[src/hw/motion_event_pkg.sv]
// constants for the motion-event register block: offsets, fields, timing.
// assumes a byte-wide register port driven by the serial interface logic.
package motion_event_pkg;
    localparam logic [7:0] ADDR_WAKE_UP_THS = 8'h34;
    localparam logic [7:0] ADDR_WAKE_SLEEP_ENTRY_TIME = 8'h35;
    localparam logic [7:0] ADDR_FREEFALL_CFG = 8'h36;
    localparam logic [7:0] ADDR_STATUS_COPY = 8'h37;
    localparam logic [7:0] ADDR_WAKEUP_SRC = 8'h38;
    localparam logic [7:0] ADDR_ORIENT_SRC = 8'h3a;
    localparam logic [7:0] ADDR_IRQ_SRC = 8'h3b;
    localparam logic [7:0] RESET_CFG = 8'h00;
    // wake_sleep_duration fields
    localparam int FF_TOP_BIT = 7;
    localparam int WAKE_TIME_LSB = 5;
    localparam int STATIONARY_BIT = 4;
    localparam int SLEEP_TIME_LSB = 0;
    // freefall_config fields
    localparam int FF_LOW_LSB = 3;
    localparam int FF_LIMIT_LSB = 0;
    // wake threshold register fields
    localparam int SLEEP_ON_BIT = 6;
    localparam int WAKE_LIMIT_LSB = 0;
    localparam logic [11:0] SLEEP_PERIODS_PER_COUNT = 12'h200;
    localparam logic [11:0] SLEEP_PERIODS_ZERO = 12'h010;
    localparam logic [15:0] ONE_16 = 16'h0001;
    localparam logic [5:0] ONE_6 = 6'h01;
    localparam logic [2:0] ONE_3 = 3'h1;
    localparam logic [1:0] ONE_2 = 2'h1;

    typedef enum logic [2:0] {
        SLP_AWAKE = 3'b001,
        SLP_COUNTING = 3'b010,
        SLP_ASLEEP = 3'b100
    } sleep_state_t;
endpackage : motion_event_pkg

[src/hw/ff_threshold_rom.sv]
// free-fall threshold decode table at the 2 g scale, registered output.
// assumes code changes are rare; one cycle of latency is harmless.
`timescale 1ns/1ps
module ff_threshold_rom (
    // clock and reset
    input wire logic i_clk_sys,
    input wire logic i_reset,
    // lookup
    input wire logic [2:0] i_code,
    output logic [4:0] o_lsb
);
    logic [4:0] lsb_d;
    logic [4:0] lsb_q;

    always_comb begin
        case (i_code)
            3'h0: lsb_d = 5'h05;
            3'h1: lsb_d = 5'h07;
            3'h2: lsb_d = 5'h08;
            3'h3: lsb_d = 5'h0a;
            3'h4: lsb_d = 5'h0b;
            3'h5: lsb_d = 5'h0d;
            3'h6: lsb_d = 5'h0f;
            default: lsb_d = 5'h10;
        endcase
    end

    always_ff @(posedge i_clk_sys) begin
        if (i_reset) begin
            lsb_q <= 5'h05;
        end else begin
            lsb_q <= lsb_d;
        end
    end

    assign o_lsb = lsb_q;
endmodule : ff_threshold_rom

[src/hw/motion_event_detect_regs.sv]
// motion-event registers with a small detection engine behind them.
// assumes a byte register port from the serial interface, an output
// data rate strobe, and per-axis magnitudes already offset and filtered.
`timescale 1ns/1ps
module motion_event_detect_regs
    import motion_event_pkg::*;
(
    // clock and reset
    input wire logic i_clk_sys,
    input wire logic i_reset,
    // register port
    input wire logic [7:0] i_reg_addr,
    input wire logic i_reg_wr,
    input wire logic i_reg_rd,
    input wire logic [7:0] i_reg_wdata,
    output logic [7:0] o_reg_rdata,
    // sample side
    input wire logic i_sample_tick,
    input wire logic [5:0] i_mag_x,
    input wire logic [5:0] i_mag_y,
    input wire logic [5:0] i_mag_z,
    input wire logic [4:0] i_mag_total,
    input wire logic [5:0] i_orient_over,
    input wire logic i_orient_change,
    input wire logic i_temp_new,
    input wire logic i_temp_read,
    input wire logic i_accel_new,
    input wire logic i_accel_read,
    input wire logic i_fifo_full,
    input wire logic i_fifo_overwrite,
    // status outputs
    output logic o_asleep,
    output logic o_stationary_mode,
    output logic o_event_pending
);
    function automatic logic wake_over(input logic [5:0] mag,
                                       input logic [5:0] ths);
        wake_over = mag > ths;
    endfunction : wake_over

    function automatic logic is_asleep(input sleep_state_t s);
        is_asleep = (s == SLP_ASLEEP);
    endfunction : is_asleep

    logic [7:0] dur_q, dur_d;
    logic [7:0] ff_q, ff_d;
    logic [7:0] wths_q, wths_d;
    logic [7:0] rdata_q, rdata_d;
    logic [5:0] ff_cnt_q, ff_cnt_d;
    logic [1:0] wk_cnt_q, wk_cnt_d;
    logic [15:0] sl_cnt_q, sl_cnt_d;
    sleep_state_t st_q, st_d;
    logic ff_flag_q, ff_flag_d;
    logic wu_flag_q, wu_flag_d;
    logic [2:0] axis_q, axis_d;
    logic or_flag_q, or_flag_d;
    logic slch_q, slch_d;
    logic [5:0] orient_q, orient_d;
    logic temp_q, temp_d;
    logic accel_q, accel_d;
    logic overrun_q, overrun_d;
    logic pend_q, pend_d;
    logic stat_q, stat_d;
    logic asleep_q, asleep_d;
    logic [4:0] ff_limit;
    logic [5:0] ff_time;
    logic [5:0] wake_limit;
    logic [1:0] wk_time;
    logic [3:0] sleep_code;
    logic [15:0] sleep_limit;
    logic [17:0] mag_all;
    wire logic [2:0] axis_hit;
    logic wake_now, ff_now, irq_clear, ff_event, wk_event;

    // the table output is registered, so a new code applies one clock late
    ff_threshold_rom u_ff_rom (
        .i_clk_sys(i_clk_sys),
        .i_reset(i_reset),
        .i_code(ff_q[FF_LIMIT_LSB +: 3]),
        .o_lsb(ff_limit)
    );

    // one comparator per axis; bit 2 is x, bit 0 is z
    assign mag_all = {i_mag_x, i_mag_y, i_mag_z};
    for (genvar g = 0; g < 3; g++) begin : g_axis
        assign axis_hit[g] = wake_over(mag_all[6*g +: 6], wake_limit);
    end

    always_comb begin
        ff_time = {dur_q[FF_TOP_BIT], ff_q[FF_LOW_LSB +: 5]};
        wk_time = dur_q[WAKE_TIME_LSB +: 2];
        wake_limit = wths_q[WAKE_LIMIT_LSB +: 6];
        sleep_code = dur_q[SLEEP_TIME_LSB +: 4];
        if (sleep_code == 4'h0) begin
            sleep_limit = {4'h0, SLEEP_PERIODS_ZERO};
        end else begin
            sleep_limit = 16'(sleep_code) * 16'(SLEEP_PERIODS_PER_COUNT);
        end
        wake_now = |axis_hit;
        ff_now = i_mag_total < ff_limit;
        irq_clear = i_reg_rd && (i_reg_addr == ADDR_IRQ_SRC);
    end

    // configuration registers; status addresses ignore writes
    always_comb begin
        dur_d = dur_q;
        ff_d = ff_q;
        wths_d = wths_q;
        if (i_reg_wr) begin
            case (i_reg_addr)
                ADDR_WAKE_SLEEP_ENTRY_TIME: dur_d = i_reg_wdata;
                ADDR_FREEFALL_CFG: ff_d = i_reg_wdata;
                ADDR_WAKE_UP_THS: wths_d = {1'b0, i_reg_wdata[6:0]};
                default: dur_d = dur_q;
            endcase
        end
    end

    // event engine, stepped once per output sample
    always_comb begin
        ff_cnt_d = ff_cnt_q;
        wk_cnt_d = wk_cnt_q;
        sl_cnt_d = sl_cnt_q;
        st_d = st_q;
        ff_event = 1'b0;
        wk_event = 1'b0;
        if (i_sample_tick) begin
            // free-fall must hold for the programmed number of samples plus one
            if (!ff_now) begin
                ff_cnt_d = 6'h00;
            end else if (ff_cnt_q < ff_time) begin
                ff_cnt_d = ff_cnt_q + ONE_6;
            end else begin
                ff_event = 1'b1;
            end
            if (!wake_now) begin
                wk_cnt_d = 2'h0;
            end else if (wk_cnt_q < wk_time) begin
                wk_cnt_d = wk_cnt_q + ONE_2;
            end else begin
                wk_event = 1'b1;
            end
            case (st_q)
                SLP_AWAKE: begin
                    // the quiet sample that starts the count is period one
                    sl_cnt_d = ONE_16;
                    if (wths_q[SLEEP_ON_BIT] && !wake_now) begin
                        st_d = SLP_COUNTING;
                    end
                end
                SLP_COUNTING: begin
                    if (!wths_q[SLEEP_ON_BIT] || wake_now) begin
                        st_d = SLP_AWAKE;
                    end else if (sl_cnt_q + ONE_16 >= sleep_limit) begin
                        st_d = SLP_ASLEEP;
                    end else begin
                        sl_cnt_d = sl_cnt_q + ONE_16;
                    end
                end
                SLP_ASLEEP: begin
                    if (wk_event || !wths_q[SLEEP_ON_BIT]) begin
                        st_d = SLP_AWAKE;
                    end
                end
                default: st_d = SLP_AWAKE;
            endcase
        end
    end

    // event flags: a new event wins over the clearing read
    always_comb begin
        ff_flag_d = ff_flag_q;
        wu_flag_d = wu_flag_q;
        axis_d = axis_q;
        or_flag_d = or_flag_q;
        slch_d = slch_q;
        if (irq_clear) begin
            ff_flag_d = 1'b0;
            wu_flag_d = 1'b0;
            axis_d = 3'h0;
            or_flag_d = 1'b0;
            slch_d = 1'b0;
        end
        if (ff_event) begin
            ff_flag_d = 1'b1;
        end
        if (wk_event) begin
            wu_flag_d = 1'b1;
            axis_d = axis_q | axis_hit;
        end
        if (i_orient_change) begin
            or_flag_d = 1'b1;
        end
        if (is_asleep(st_d) != is_asleep(st_q)) begin
            slch_d = 1'b1;
        end
        orient_d = i_orient_over;
        temp_d = i_temp_new ? 1'b1 : (i_temp_read ? 1'b0 : temp_q);
        accel_d = i_accel_new ? 1'b1 : (i_accel_read ? 1'b0 : accel_q);
        overrun_d = i_fifo_full && (i_fifo_overwrite || overrun_q);
        pend_d = ff_flag_d | wu_flag_d | or_flag_d | slch_d;
        stat_d = dur_q[STATIONARY_BIT];
        // stationary mode keeps the sample rate, so no rate switch is shown
        asleep_d = is_asleep(st_q) && !dur_q[STATIONARY_BIT];
    end

    // read data; unmapped and unused bits read zero
    always_comb begin
        case (i_reg_addr)
            ADDR_WAKE_UP_THS: rdata_d = wths_q;
            ADDR_WAKE_SLEEP_ENTRY_TIME: rdata_d = dur_q;
            ADDR_FREEFALL_CFG: rdata_d = ff_q;
            ADDR_STATUS_COPY: rdata_d = {overrun_q, temp_q, is_asleep(st_q),
                2'b00, or_flag_q, ff_flag_q, accel_q};
            ADDR_WAKEUP_SRC: rdata_d = {2'b00, ff_flag_q, is_asleep(st_q),
                wu_flag_q, axis_q};
            ADDR_ORIENT_SRC: rdata_d = {1'b0, or_flag_q, orient_q};
            ADDR_IRQ_SRC: rdata_d = {2'b00, slch_q, or_flag_q, 2'b00,
                wu_flag_q, ff_flag_q};
            default: rdata_d = 8'h00;
        endcase
    end

    // configuration group
    always_ff @(posedge i_clk_sys) begin
        if (i_reset) begin
            dur_q <= RESET_CFG;
            ff_q <= RESET_CFG;
            wths_q <= RESET_CFG;
        end else begin
            dur_q <= dur_d;
            ff_q <= ff_d;
            wths_q <= wths_d;
        end
    end

    // event engine group
    always_ff @(posedge i_clk_sys) begin
        if (i_reset) begin
            ff_cnt_q <= 6'h00;
            wk_cnt_q <= 2'h0;
            sl_cnt_q <= 16'h0000;
            st_q <= SLP_AWAKE;
        end else begin
            ff_cnt_q <= ff_cnt_d;
            wk_cnt_q <= wk_cnt_d;
            sl_cnt_q <= sl_cnt_d;
            st_q <= st_d;
        end
    end

    // flag and status output group
    always_ff @(posedge i_clk_sys) begin
        if (i_reset) begin
            ff_flag_q <= 1'b0;
            wu_flag_q <= 1'b0;
            axis_q <= 3'h0;
            or_flag_q <= 1'b0;
            slch_q <= 1'b0;
            orient_q <= 6'h00;
            temp_q <= 1'b0;
            accel_q <= 1'b0;
            overrun_q <= 1'b0;
            pend_q <= 1'b0;
            stat_q <= 1'b0;
            asleep_q <= 1'b0;
        end else begin
            ff_flag_q <= ff_flag_d;
            wu_flag_q <= wu_flag_d;
            axis_q <= axis_d;
            or_flag_q <= or_flag_d;
            slch_q <= slch_d;
            orient_q <= orient_d;
            temp_q <= temp_d;
            accel_q <= accel_d;
            overrun_q <= overrun_d;
            pend_q <= pend_d;
            stat_q <= stat_d;
            asleep_q <= asleep_d;
        end
    end

    // read data group
    always_ff @(posedge i_clk_sys) begin
        if (i_reset) begin
            rdata_q <= 8'h00;
        end else begin
            rdata_q <= rdata_d;
        end
    end

    assign o_reg_rdata = rdata_q;
    assign o_asleep = asleep_q;
    assign o_stationary_mode = stat_q;
    assign o_event_pending = pend_q;
endmodule : motion_event_detect_regs

[config.mk]
export PLATFORM = sky130hd
export DESIGN_NAME = motion_event_detect_regs
export DESIGN_NICKNAME = d
export VERILOG_FILES = /design/src/hw/motion_event_pkg.sv /design/src/hw/ff_threshold_rom.sv /design/src/hw/motion_event_detect_regs.sv
export SDC_FILE = /design/constraint.sdc
export NUM_CORES = 1
export LEC_CHECK = 0
export BUFFER_PORTS_ARGS = -buffer_cell sky130_fd_sc_hd__clkbuf_2
export CAP_MARGIN = 20
export CORE_ASPECT_RATIO = 1.75
export CORE_MARGIN = 1
export CORE_UTILIZATION = 28
export DETAILED_ROUTE_END_ITERATION = 8
export RECOVER_POWER = 25
export SYNTH_ARGS = -nofsm -noshare
export SYNTH_HDL_FRONTEND = slang
export SYNTH_SLANG_ARGS = --single-unit
[constraint.sdc]
create_clock -name i_clk_sys -period 3.3 [get_ports i_clk_sys]
set_clock_uncertainty 0.15 [all_clocks]
set_input_delay 0.66 -clock i_clk_sys [delete_from_list [all_inputs] [get_ports i_clk_sys]]
set_output_delay 0.66 -clock i_clk_sys [all_outputs]
set_load 0.03 [all_outputs]
# Word-level counts from Yosys, hierarchy flattened

Cells that the tools add are included.
Widths: inputs -> output; s select.

Register bits after elaboration: 82
Output and inout port bits: 11

Add/subtract/negate cells: 3
Order comparisons: 7
Eq/ne operators: 22
Mux-type cells: 37
Bitwise gates (word level): 4
Reduce and logical (&&, ||, !) cells: 23

Operators with widths:

| cell                  | count |
|---|---|
| $eq 8x6->1 const B    | 7 |
| $pmux 8 s7            | 1 |
| $pmux 5 s7            | 1 |
| $mux 16               | 2 |
| $pmux 16 s2           | 1 |
| $mux 3                | 7 |
| $mux 1                | 19 |
| $gt 6x6->1            | 3 |
| $add 16x1->16 const B | 1 |
| $ge 16x16->1          | 1 |
| $eq 3x3->1 const B    | 5 |
| $mux 13               | 1 |
| $mux 6                | 2 |
| $reduce_and 2->1      | 5 |
| $eq 3x2->1 const B    | 3 |
| $pmux 3 s3            | 1 |
| $reduce_bool 2->1     | 4 |
| $add 6x1->6 const B   | 1 |
| $eq 3x1->1 const B    | 2 |
| $lt 6x6->1            | 1 |
| $lt 5x5->1            | 1 |
| $logic_and 1x1->1     | 4 |
| $logic_not 4->1       | 1 |
| $mux 2                | 2 |
| 12 further kinds      | 20 |

# Logic depth before layout (Yosys ltp)

Gate-level depths: netlist of run 1.

Word-level depth: 12
Gate-level depth with buffers: 15

# Hierarchy

A second synthesis of run 1 with hierarchy kept.

Cell total of the unflattened synthesis: 564
Area total of the unflattened synthesis: 4,600.7 um^2

Modules (own cells, without submodules):

| module                   | instances | cells each | area each (um^2) | seq. area each (um^2) |
|---|---|---|---|---|
| motion_event_detect_regs | 1         | 549        | 4,430.5          | 1,541.5 |
| ff_threshold_rom         | 1         | 15         | 170.2            | 100.1 |

# Worst setup path after synthesis of run 1

Ideal clock, no wire load.

Path kind: register to register
From: register sl_cnt_q[5]
To: register sl_cnt_q[3]
Library setup time: 126 ps
Data arrival time: 2,801 ps
Required time: 3,024 ps
Path slack: 223 ps
Stages on the path, launching flop included: 15
Buffers on the path: 2
Path through: dfxtp_1 > clkbuf_2 > nand4_1 > nor2_1 > a31oi_1 > or2_2 > ha_1 > o21a_1 > o21a_1 > o21ai_0 > a41oi_1 > or2_1 > buf_6 > o211ai_4 > o22ai_2

Word-level cells in the longest chain between the ends: 4

RTL lines:

| what                       | RTL line                        | RTL |
|---|---|---|
| start, declared            | motion_event_detect_regs.sv:51  | `logic [15:0] sl_cnt_q, sl_cnt_d;` |
| start signal, assigned     | motion_event_detect_regs.sv:247 | `sl_cnt_q <= sl_cnt_d;` |
| $add 16x1->16              | motion_event_detect_regs.sv:154 | `end else if (sl_cnt_q + ONE_16 >= sleep_limit) begin` |
| $ge 16x16->1               | motion_event_detect_regs.sv:154 |  |
| $ne 2x2->1 (no line)       | -                               |  |
| $reduce_and 4->1 (no line) | -                               |  |

No other way between the ends.
A chain may end at the register's enable or synchronous reset.

# Worst setup path after layout of run 1

From: register sl_cnt_q[0]
To: register sl_cnt_q[6]

Word-level cells in the longest chain between the ends: 4
Elaborated cells on any way between the ends: 7
Classes of those cells: add/sub (1); order compare (1); eq/ne (1); mux (3); reduce/logical (1)

RTL lines:

| what                                                      | RTL line |
|---|---|
| $add 16x1->16 (*)                                         | motion_event_detect_regs.sv:154, motion_event_detect_regs.sv:157 |
| $ge 16x16->1 or $mux 16 (tied branches)                   | motion_event_detect_regs.sv:154 |
| $ne 2x2->1 (no line) or $mux 16 (tied branches)           | - |
| $reduce_and 4->1 (no line) or $pmux 16 s2 (tied branches) | - |

Mark *: on every way between the ends. The rest lies on a longest branch, timed or not. The select of a mux whose other input is x is not followed.

==> run summary, run 1 <==
Worst Tran Pin Value: 1.14 ns
layout cells sized above 1: 17.5%
WP buf/inv: 1
worst hold path class: reg2reg
Total GRT Usage: 16.2%
Final Hold Vio Count: 0
period utilization: 92.6%
max-slew violation count: 0
Pleak: 2.18 nW
Worst-Skew Late Latency: 0.34 ns
Critical Path AT: 3.13 ns
status: finished, violations left
post-layout power: 2.26 mW
Die Y: 170 um
Synth top area share: 36.1%
final net count: 727
Design Area, Final: 5540 um^2
Synth Warn #: 0
Antenna Cells: 0
slowest CP cell: dfxtp_1
via count: 4239
# DRC: 1
failing checks: design-rule violations
Clock Tree Root: clkbuf_16
CTS max path bufs: 2
TritonRoute pass-1 iters: 9
routed vias/inst: 5.12
placed insts: 813
Die ar.: 16800 um^2
Startpoint Class: flip-flop
cts hold-fix bufs: 0
Hold Crit Depth: 2
Non-Filler Instances: 828
GRT overflow: 0
Synth area leaders: dfxtp_1, ha_1, a21oi_1
Final ANT Viol Nets: 0
first-pass GRT wire length: 20900 um
# setup viols final: 0
clock tree from TritonCTS: built
row cnt: 61
vias in the first global route: 4215
Top delay family on crit path: simple AND/OR/NAND/NOR gates
Critical Path RT: 3.37 ns
Seq/Total Area, Yosys: 36.1%
# IOs: 68
worst vdd ir: 0.248 mV
Crit Path Max Fanout: 7
max-cap viol count: 0
clk slew on worst S/H paths: 0.06 ns
core area: 15900 um^2
critical path type: reg2reg
setup_tns: 0 ns
Power Dens Cells: 407 nW/um^2
CP peak stage delay: 0.36 ns
EDFF count, synth: 0
flops & latches, synth: 82
I/O Buffers: 67
Yosys cell types: 60
Synth Flop Type: dfxtp_1
cell with the most instances after synthesis: dfxtp_1
initial core utilization: 28.6%
commonest cells in the netlist: dfxtp_1, a21oi_1, nor2_1
H-tree Lvls: 3
WL final: 13000 um
post-synth top area cell: dfxtp_1
R2R cell count: 13
initial antenna violation count: 0
cts bufs inserted: 9
instance count on the critical path: 13
Clock Sinks: 82
worst path cell trace: nand4_1, nor2_2, a31oi_1, or2_2, ha_1, o21a_1, o21a_1, o21ai_0, a41oi_1, or2_4, o211ai_4, buf_12, o21ai_1
most frequent cell on the critical path: o21a_1
per-cell routed wire length: 15.7 um
area growth from synthesis to final layout: 22.0%
Rel. slew slack: 24.1%
Post-synth ARST share: 0%
GP Congestion: 0.843
largest net degree at the start of global routing: 54
crit end category: flip-flop
hold slack: 0.310 ns
DP HPWL: 10100 um
synthesized cell area: 4540 um^2
DRT iter0 DRCs: 213
DIE WIDTH: 98.3 um
Net Count, Synth: 647
minimum clock period: 3.06 ns
max frequency: 0.327 GHz
synthesized area per cell: 8.18 um^2
Mapped Cells: 555
Post-DP Area: 5230 um^2
fillcell total: 1681
RSZ-0062 raised after global routing: false
-- layout by cell type, fill, tap and decap left out, types with 11 or more instances in the layout --
master / instances
a21oi_1: 57
buf_4: 20
clkbuf_2: 59
dfxtp_1: 81
ha_1: 35
inv_1: 41
mux2i_1: 11
nand2_1: 43
nand3_1: 35
nor2_1: 50
nor2b_1: 12
o21ai_0: 26
-- kinds of logic after synthesis --
| kind of cell | share of synthesized area [%] |
|---|---|
| simple gates | 21.8 |
| compound gates | 21.2 |
| flops | 36.1 |
| buf+inv | 5.48 |
| fa+ha+maj | 9.64 |
| xor+xnor | 3.09 |
| mux | 2.67 |
-- per-layer routing --
metal	vias up	wire length, um	GRT usage [%]
li1	2143	-	-
met1	1959	4990	16.8
met2	107	6900	29.9
met3	30	449	2.63
met4	0	646	10.3
met5	-	0	0
-- power breakdown --
part	internal [mW]	leakage (nW)	total (mW)	switching, mW
registers	1.00	0.666	1.01	0.0101
clock network	0.678	0.158	1.08	0.400
logic	0.0706	1.36	0.165	0.0946
-- layout make-up --
cell class,instances,area (um^2),share of cell area (%)
sequential,82,1640,29.7
tap,189,236,4.27
inverter,41,154,2.78
timing repair buffer,90,519,9.37
clock inverter,5,78.8,1.42
multi-input combinational,411,2670,48.2
clock buffer,10,239,4.31
-- flip-flops by register name, indices dropped and copies added, names as in the netlist --
register,count
ff_q,8
axis_q,3
dur_q,8
ff_cnt_q,6
sl_cnt_q,16
wths_q,7
wk_cnt_q,2
o_asleep,1
o_reg_rdata,8
o_stationary_mode,1
u_ff_rom.o_lsb,5
ff_flag_q,1
accel_q,1
st_q,3
overrun_q,1
orient_q,6
wu_flag_q,1
or_flag_q,1
temp_q,1
o_event_pending,1
slch_q,1
-- repair_timing --
action,in CTS,in global routing
endpoints found under the setup margin,0,17
resized for setup,0,4
buffers inserted,0,0
-- tightest hold or removal path, delay by kind of cell (launching register included) --
family                 cells  cell delay (ns)
DFF                        1             0.33
and+or+nand+nor            1             0.03
buffers and inverters      1             0.06
-- metrics by stage --
| stage | setup WS (ns) | utilization [%] |
|---|---|---|
| CTS | 0.0701 | 34.9 |
| global placement | 0.133 | 32.9 |
| global route | 0.0250 | 34.9 |
| finish | 0.243 | 34.9 |
| detailed placement | 0.0842 | 32.9 |
| floorplan | 0.223 | - |
-- worst paths after layout --
kind | start | to | slack [ns]
min reg2reg | sl_cnt_q[15]$_SDFFE_PP0P_ | sl_cnt_q[15]$_SDFFE_PP0P_ | 0.31
min | sl_cnt_q[15]$_SDFFE_PP0P_ | sl_cnt_q[15]$_SDFFE_PP0P_ | 0.31
max reg2reg | sl_cnt_q[0]$_SDFFE_PP0P_ | sl_cnt_q[6]$_SDFFE_PP0P_ | 0.24
max | sl_cnt_q[0]$_SDFFE_PP0P_ | sl_cnt_q[6]$_SDFFE_PP0P_ | 0.24
No activity file was read; power rests on OpenSTA's default activity.
==> inputs of run 2 (changes only) <==
--- a/config.mk
+++ b/config.mk
@@ -9,7 +9,7 @@
 export CAP_MARGIN = 20
 export CORE_ASPECT_RATIO = 1.75
 export CORE_MARGIN = 1
-export CORE_UTILIZATION = 28
+export CORE_UTILIZATION = 25
 export DETAILED_ROUTE_END_ITERATION = 8
 export RECOVER_POWER = 25
 export SYNTH_ARGS = -nofsm -noshare
==> run 2 against run 1 <==
The run now ends clean. Global-route usage is 2.1 points lower. Fmax barely moved. First-iteration DRC count increased by 15%. Sequential share of layout area decreased by 0.18 points. Non-clock buffer count fell by 1. Largest cell class unchanged. Largest power group unchanged. Highest routed layer unchanged.
==> run summary, run 2 (synthesis gave the netlist of run 1 again) <==
status: complete, no violations
post-layout power: 2.26 mW
clock tree from TritonCTS: built
routed wl met2: 7010 um
Worst Tran Pin Value: 0.692 ns
initial antenna violation count: 0
WL final: 12900 um
H-tree Lvls: 3
Largest register FFs: 16
area growth from synthesis to final layout: 23.1%
CTS max path bufs: 2
RR Startpoint: sl_cnt_q[6]$_SDFFE_PP0P_
first-pass GRT wire length: 20600 um
max-cap viol count: 0
vias in the first global route: 4054
GRT overflow: 0
Critical Path RT: 3.35 ns
crit end category: flip-flop
largest net degree at the start of global routing: 54
TritonRoute pass-1 iters: 5
pre-CTS setup slack: 0.105 ns
worst hold path class: reg2reg
# DRC: 0
R2R Setup Slk: 0.25 ns
Antenna Cells: 0
via count: 4201
# setup viols final: 0
per-cell routed wire length: 14.8 um
Total GRT Usage: 14.1%
R2R cell count: 13
period utilization: 92.6%
placed insts: 853
Non-Filler Instances: 870
WL met1: 4940 um
layout cells sized above 1: 18.2%
final net count: 726
row cnt: 64
Rel. slew slack: 53.5%
Power Dens Cells: 405 nW/um^2
FF-to-FF End: sl_cnt_q[12]$_SDFFE_PP0P_
Worst-Skew Late Latency: 0.33 ns
CP Capture Point: sl_cnt_q[12]$_SDFFE_PP0P_
routed vias/inst: 4.83
Die Y: 180 um
max frequency: 0.327 GHz
Clock Tree Root: clkbuf_16
Final ANT Viol Nets: 0
Critical Path AT: 3.10 ns
critical path type: reg2reg
Biggest register: sl_cnt_q
DRT iter0 DRCs: 245
highest metal used: met4
I/O Buffers: 67
cts hold-fix bufs: 0
final design utilization: 31.7%
setup_tns: 0 ns
crit path from: sl_cnt_q[6]$_SDFFE_PP0P_
commonest non-fill, non-tap cells in the layout: dfxtp_1, clkbuf_2, a21oi_1, nor2_1, nand2_1
Pleak: 2.18 nW
Clock Sinks: 82
DP HPWL: 10200 um
worst vdd ir: 0.246 mV
Startpoint Class: flip-flop
Crit Path Max Fanout: 6
clk slew on worst S/H paths: 0.06 ns
Die ar.: 18700 um^2
GP Congestion: 0.859
core area: 17600 um^2
WL met3: 401 um
max-slew violation count: 0
commonest non-fill, non-tap cell in the layout: dfxtp_1
# IOs: 68
fillcell total: 1899
minimum clock period: 3.05 ns
DIE WIDTH: 104 um
Final Hold Vio Count: 0
initial core utilization: 25.8%
final worst slack: 0.245 ns
cts bufs inserted: 9
[run 2: changes by cell type in the layout (fill, tap and decap cells not counted)]
cell      previous run  this run
dfxtp_1             81        77
dfxtp_2              1         5
inv_6                0         3
buf_12               2         1
buf_4               20        21
clkbuf_1             9         8
clkbuf_8             1         0
clkinv_2             2         1
nor2_2               2         1
nor2_4               0         1
or2_1                0         1
or2_4                1         0
[run 2: what timing repair did]
item	CTS	global route
gates resized for setup	0	8
endpoints found under the hold margin	0	0
setup buffers	0	1
setup endpoints to repair	0	18
[run 2: layer usage]
layer / track usage [%] / vias to the layer above
met5: 0 / -
met4: 6.97 / 0
met3: 2.57 / 22
met2: 27.2 / 111
met1: 14.1 / 1928
li1: - / 2140
[run 2: worst min path at each step]
stage,start,to,slack [ns],cells after the start
floorplan,ff_q[1]$_SDFFE_PP0P_,u_ff_rom.o_lsb[0]$_SDFF_PP1_,0.28,1
CTS,sl_cnt_q[15]$_SDFFE_PP0P_,sl_cnt_q[15]$_SDFFE_PP0P_,0.32,2
finish,sl_cnt_q[15]$_SDFFE_PP0P_,sl_cnt_q[15]$_SDFFE_PP0P_,0.32,2
detailed placement,sl_cnt_q[15]$_SDFFE_PP0P_,sl_cnt_q[15]$_SDFFE_PP0P_,0.31,2
global route,sl_cnt_q[15]$_SDFFE_PP0P_,sl_cnt_q[15]$_SDFFE_PP0P_,0.34,2
global placement,sl_cnt_q[15]$_SDFFE_PP0P_,sl_cnt_q[15]$_SDFFE_PP0P_,0.31,2
[run 2: layout make-up]
type,instances,area (um^2),area share (%)
Multi-Input combinational cell,411,2670,47.8
Tap cell,231,289,5.17
Timing Repair Buffer,89,503,9.00
Clock inverter,7,100,1.79
Clock buffer,9,225,4.03
Sequential cell,82,1650,29.5
Inverter,41,154,2.75
[run 2: per-stage QoR]
step                hold WS (ns)  cell area (um^2)
floorplan                  0.284              4540
global placement           0.310              5250
detailed placement         0.308              5250
CTS                        0.318              5580
global route               0.341              5590
finish                     0.317              5590
[run 2: worst max-delay path, cell delays in order, from the launching register on]
cell	delay, ns
dfxtp_2	0.39
nand4_1	0.19
nor2_4	0.19
a31oi_1	0.11
or2_2	0.32
ha_1	0.30
o21a_1	0.17
o21a_1	0.16
o21ai_0	0.14
a41oi_1	0.08
or2_1	0.30
buf_4	0.17
o21ai_0	0.18
a21oi_1	0.08
[run 2: power breakdown]
group          internal [mW]  switching, mW
clock network          0.671          0.418
logic                 0.0685         0.0926
registers               1.00         0.0105
==> inputs of run 3 (changes only) <==
--- a/config.mk
+++ b/config.mk
@@ -5,12 +5,17 @@
 export SDC_FILE = /design/constraint.sdc
 export NUM_CORES = 1
 export LEC_CHECK = 0
+export ABC_CLOCK_PERIOD_IN_PS = 3300
 export BUFFER_PORTS_ARGS = -buffer_cell sky130_fd_sc_hd__clkbuf_2
 export CAP_MARGIN = 20
+export CELL_PAD_IN_SITES_DETAIL_PLACEMENT = 1
+export CELL_PAD_IN_SITES_GLOBAL_PLACEMENT = 1
 export CORE_ASPECT_RATIO = 1.75
 export CORE_MARGIN = 1
 export CORE_UTILIZATION = 25
+export CTS_CLUSTER_SIZE = 20
 export DETAILED_ROUTE_END_ITERATION = 8
+export PLACE_DENSITY_LB_ADDON = 0.1
 export RECOVER_POWER = 25
 export SYNTH_ARGS = -nofsm -noshare
 export SYNTH_HDL_FRONTEND = slang
==> run 3 against run 2 <==
Critical path type unchanged. Die area unchanged. Via count is 5.3% higher. Global-route usage increased by 3.6 points. Fmax about the same. Combinational power is 7% higher. Design area rose by 0.74%. Sequential power about the same. Wire length increased by 24%. First-iteration DRC count fell by 54%. Largest power group unchanged. Total power rose by 5.5%. Non-clock buffer count rose by 5.
==> run summary, run 3 (synthesis gave the netlist of run 1 again) <==
period utilization: 92.7%
area growth from synthesis to final layout: 24.0%
Power Dens Cells: 424 nW/um^2
max frequency: 0.327 GHz
Clock Sinks: 82
Biggest register: sl_cnt_q
minimum clock period: 3.06 ns
TritonRoute pass-1 iters: 4
status: complete, no violations
Clock Tree Root: clkbuf_16
H-tree Lvls: 3
largest net degree at the start of global routing: 39
WL final: 15900 um
commonest non-fill, non-tap cells in the layout: dfxtp_1, clkbuf_2, a21oi_1, nor2_1, nand2_1
Startpoint Class: flip-flop
RSZ-0062 raised after global routing: false
# setup viols final: 0
clk slew on worst S/H paths: 0.07 ns
row cnt: 64
commonest non-fill, non-tap cell in the layout: dfxtp_1
Pleak: 2.20 nW
Final Hold Vio Count: 0
Rel. slew slack: 44.9%
first-pass GRT wire length: 25800 um
Worst-Skew Late Latency: 0.34 ns
GP Congestion: 0.771
max-slew violation count: 0
setup_tns: 0 ns
DP HPWL: 12500 um
worst hold path class: reg2reg
via count: 4423
Crit Path Max Fanout: 5
Total GRT Usage: 17.7%
CTS resizes: 0
Largest register FFs: 16
critical path type: reg2reg
GRT overflow: 0
# IOs: 68
Critical Path AT: 3.12 ns
max-cap viol count: 0
DRT iter0 DRCs: 112
final net count: 731
Worst Tran Pin Value: 0.826 ns
initial antenna violation count: 0
Die ar.: 18700 um^2
Critical Path RT: 3.36 ns
per-cell routed wire length: 18.2 um
Final ANT Viol Nets: 0
Die Y: 180 um
R2R Setup Slk: 0.24 ns
# DRC: 0
Antenna Cells: 0
hold slack: 0.327 ns
vias in the first global route: 4861
cts hold-fix bufs: 0
CTS max path bufs: 2
worst vdd ir: 0.287 mV
layout cells sized above 1: 18.5%
routed vias/inst: 5.05
core area: 17600 um^2
clock tree from TritonCTS: built
initial core utilization: 25.8%
cts bufs inserted: 9
crit end category: flip-flop
post-CTS setup buffers: 0
DIE WIDTH: 104 um
I/O Buffers: 67
run 3: cell count changes in the layout (fill, tap and decap cells not counted), sizes merged:
cell,change
buf,+4
bufinv,+1
clkbuf,+1
clkinv,-1
clkinvlp,+1
inv,-1
run 3: cell type report:
class	count	area, um^2
inverter	41	154
clock buffer	9	225
sequential	82	1640
fill	2167	12000
timing repair buffer	94	526
multi-input combinational	411	2670
clock inverter	7	124
tap	231	289
run 3: worst paths after layout:
kind,startpoint,endpoint,cells after the start
worst max register to register,sl_cnt_q[1]$_SDFFE_PP0P_,sl_cnt_q[10]$_SDFFE_PP0P_,13
worst max-delay path,sl_cnt_q[1]$_SDFFE_PP0P_,sl_cnt_q[10]$_SDFFE_PP0P_,13
worst min-delay path,sl_cnt_q[13]$_SDFFE_PP0P_,sl_cnt_q[13]$_SDFFE_PP0P_,2
worst min register to register,sl_cnt_q[13]$_SDFFE_PP0P_,sl_cnt_q[13]$_SDFFE_PP0P_,2
run 3: critical path, stage by stage, from the launching register on:
cell and delay, ns:
dfxtp_1 0.39, nand4_1 0.15, nor2_2 0.21, a31oi_1 0.13, or2_2 0.32, ha_1 0.30, o21a_1 0.17, o21a_1 0.15
o21ai_0 0.15, a41oi_1 0.08, or2_4 0.30, buf_4 0.16, o21ai_0 0.19, a21oi_1 0.09
run 3: routing by layer:
metal | vias to the layer above | GRT usage (%) | part of all wire (%)
li1 | 2143 | - | -
met1 | 2173 | 18.2 | 37
met2 | 82 | 35.3 | 57
met3 | 25 | 2.50 | 2.6
met4 | 0 | 6.46 | 2.5
met5 | - | 0 | 0
run 3: per-stage QoR:
stage	utilization (%)	worst slack (ns)	instance area (um^2)	instances	power (mW)
6_report	32.0	0.242	5630	875	2.39
3_3_place_gp	30.0	0.122	5290	859	1.21
4_1_cts	32.0	0.0552	5630	875	2.42
5_1_grt	32.0	0.00847	5630	875	2.49
3_5_place_dp	30.0	0.0752	5290	859	1.21
2_1_floorplan	-	0.223	4540	555	1.12
run 3: where the power goes:
group	total [mW]	internal [mW]	switching [mW]
logic	0.172	0.0716	0.101
clock network	1.20	0.747	0.452
registers	1.02	1.00	0.0123
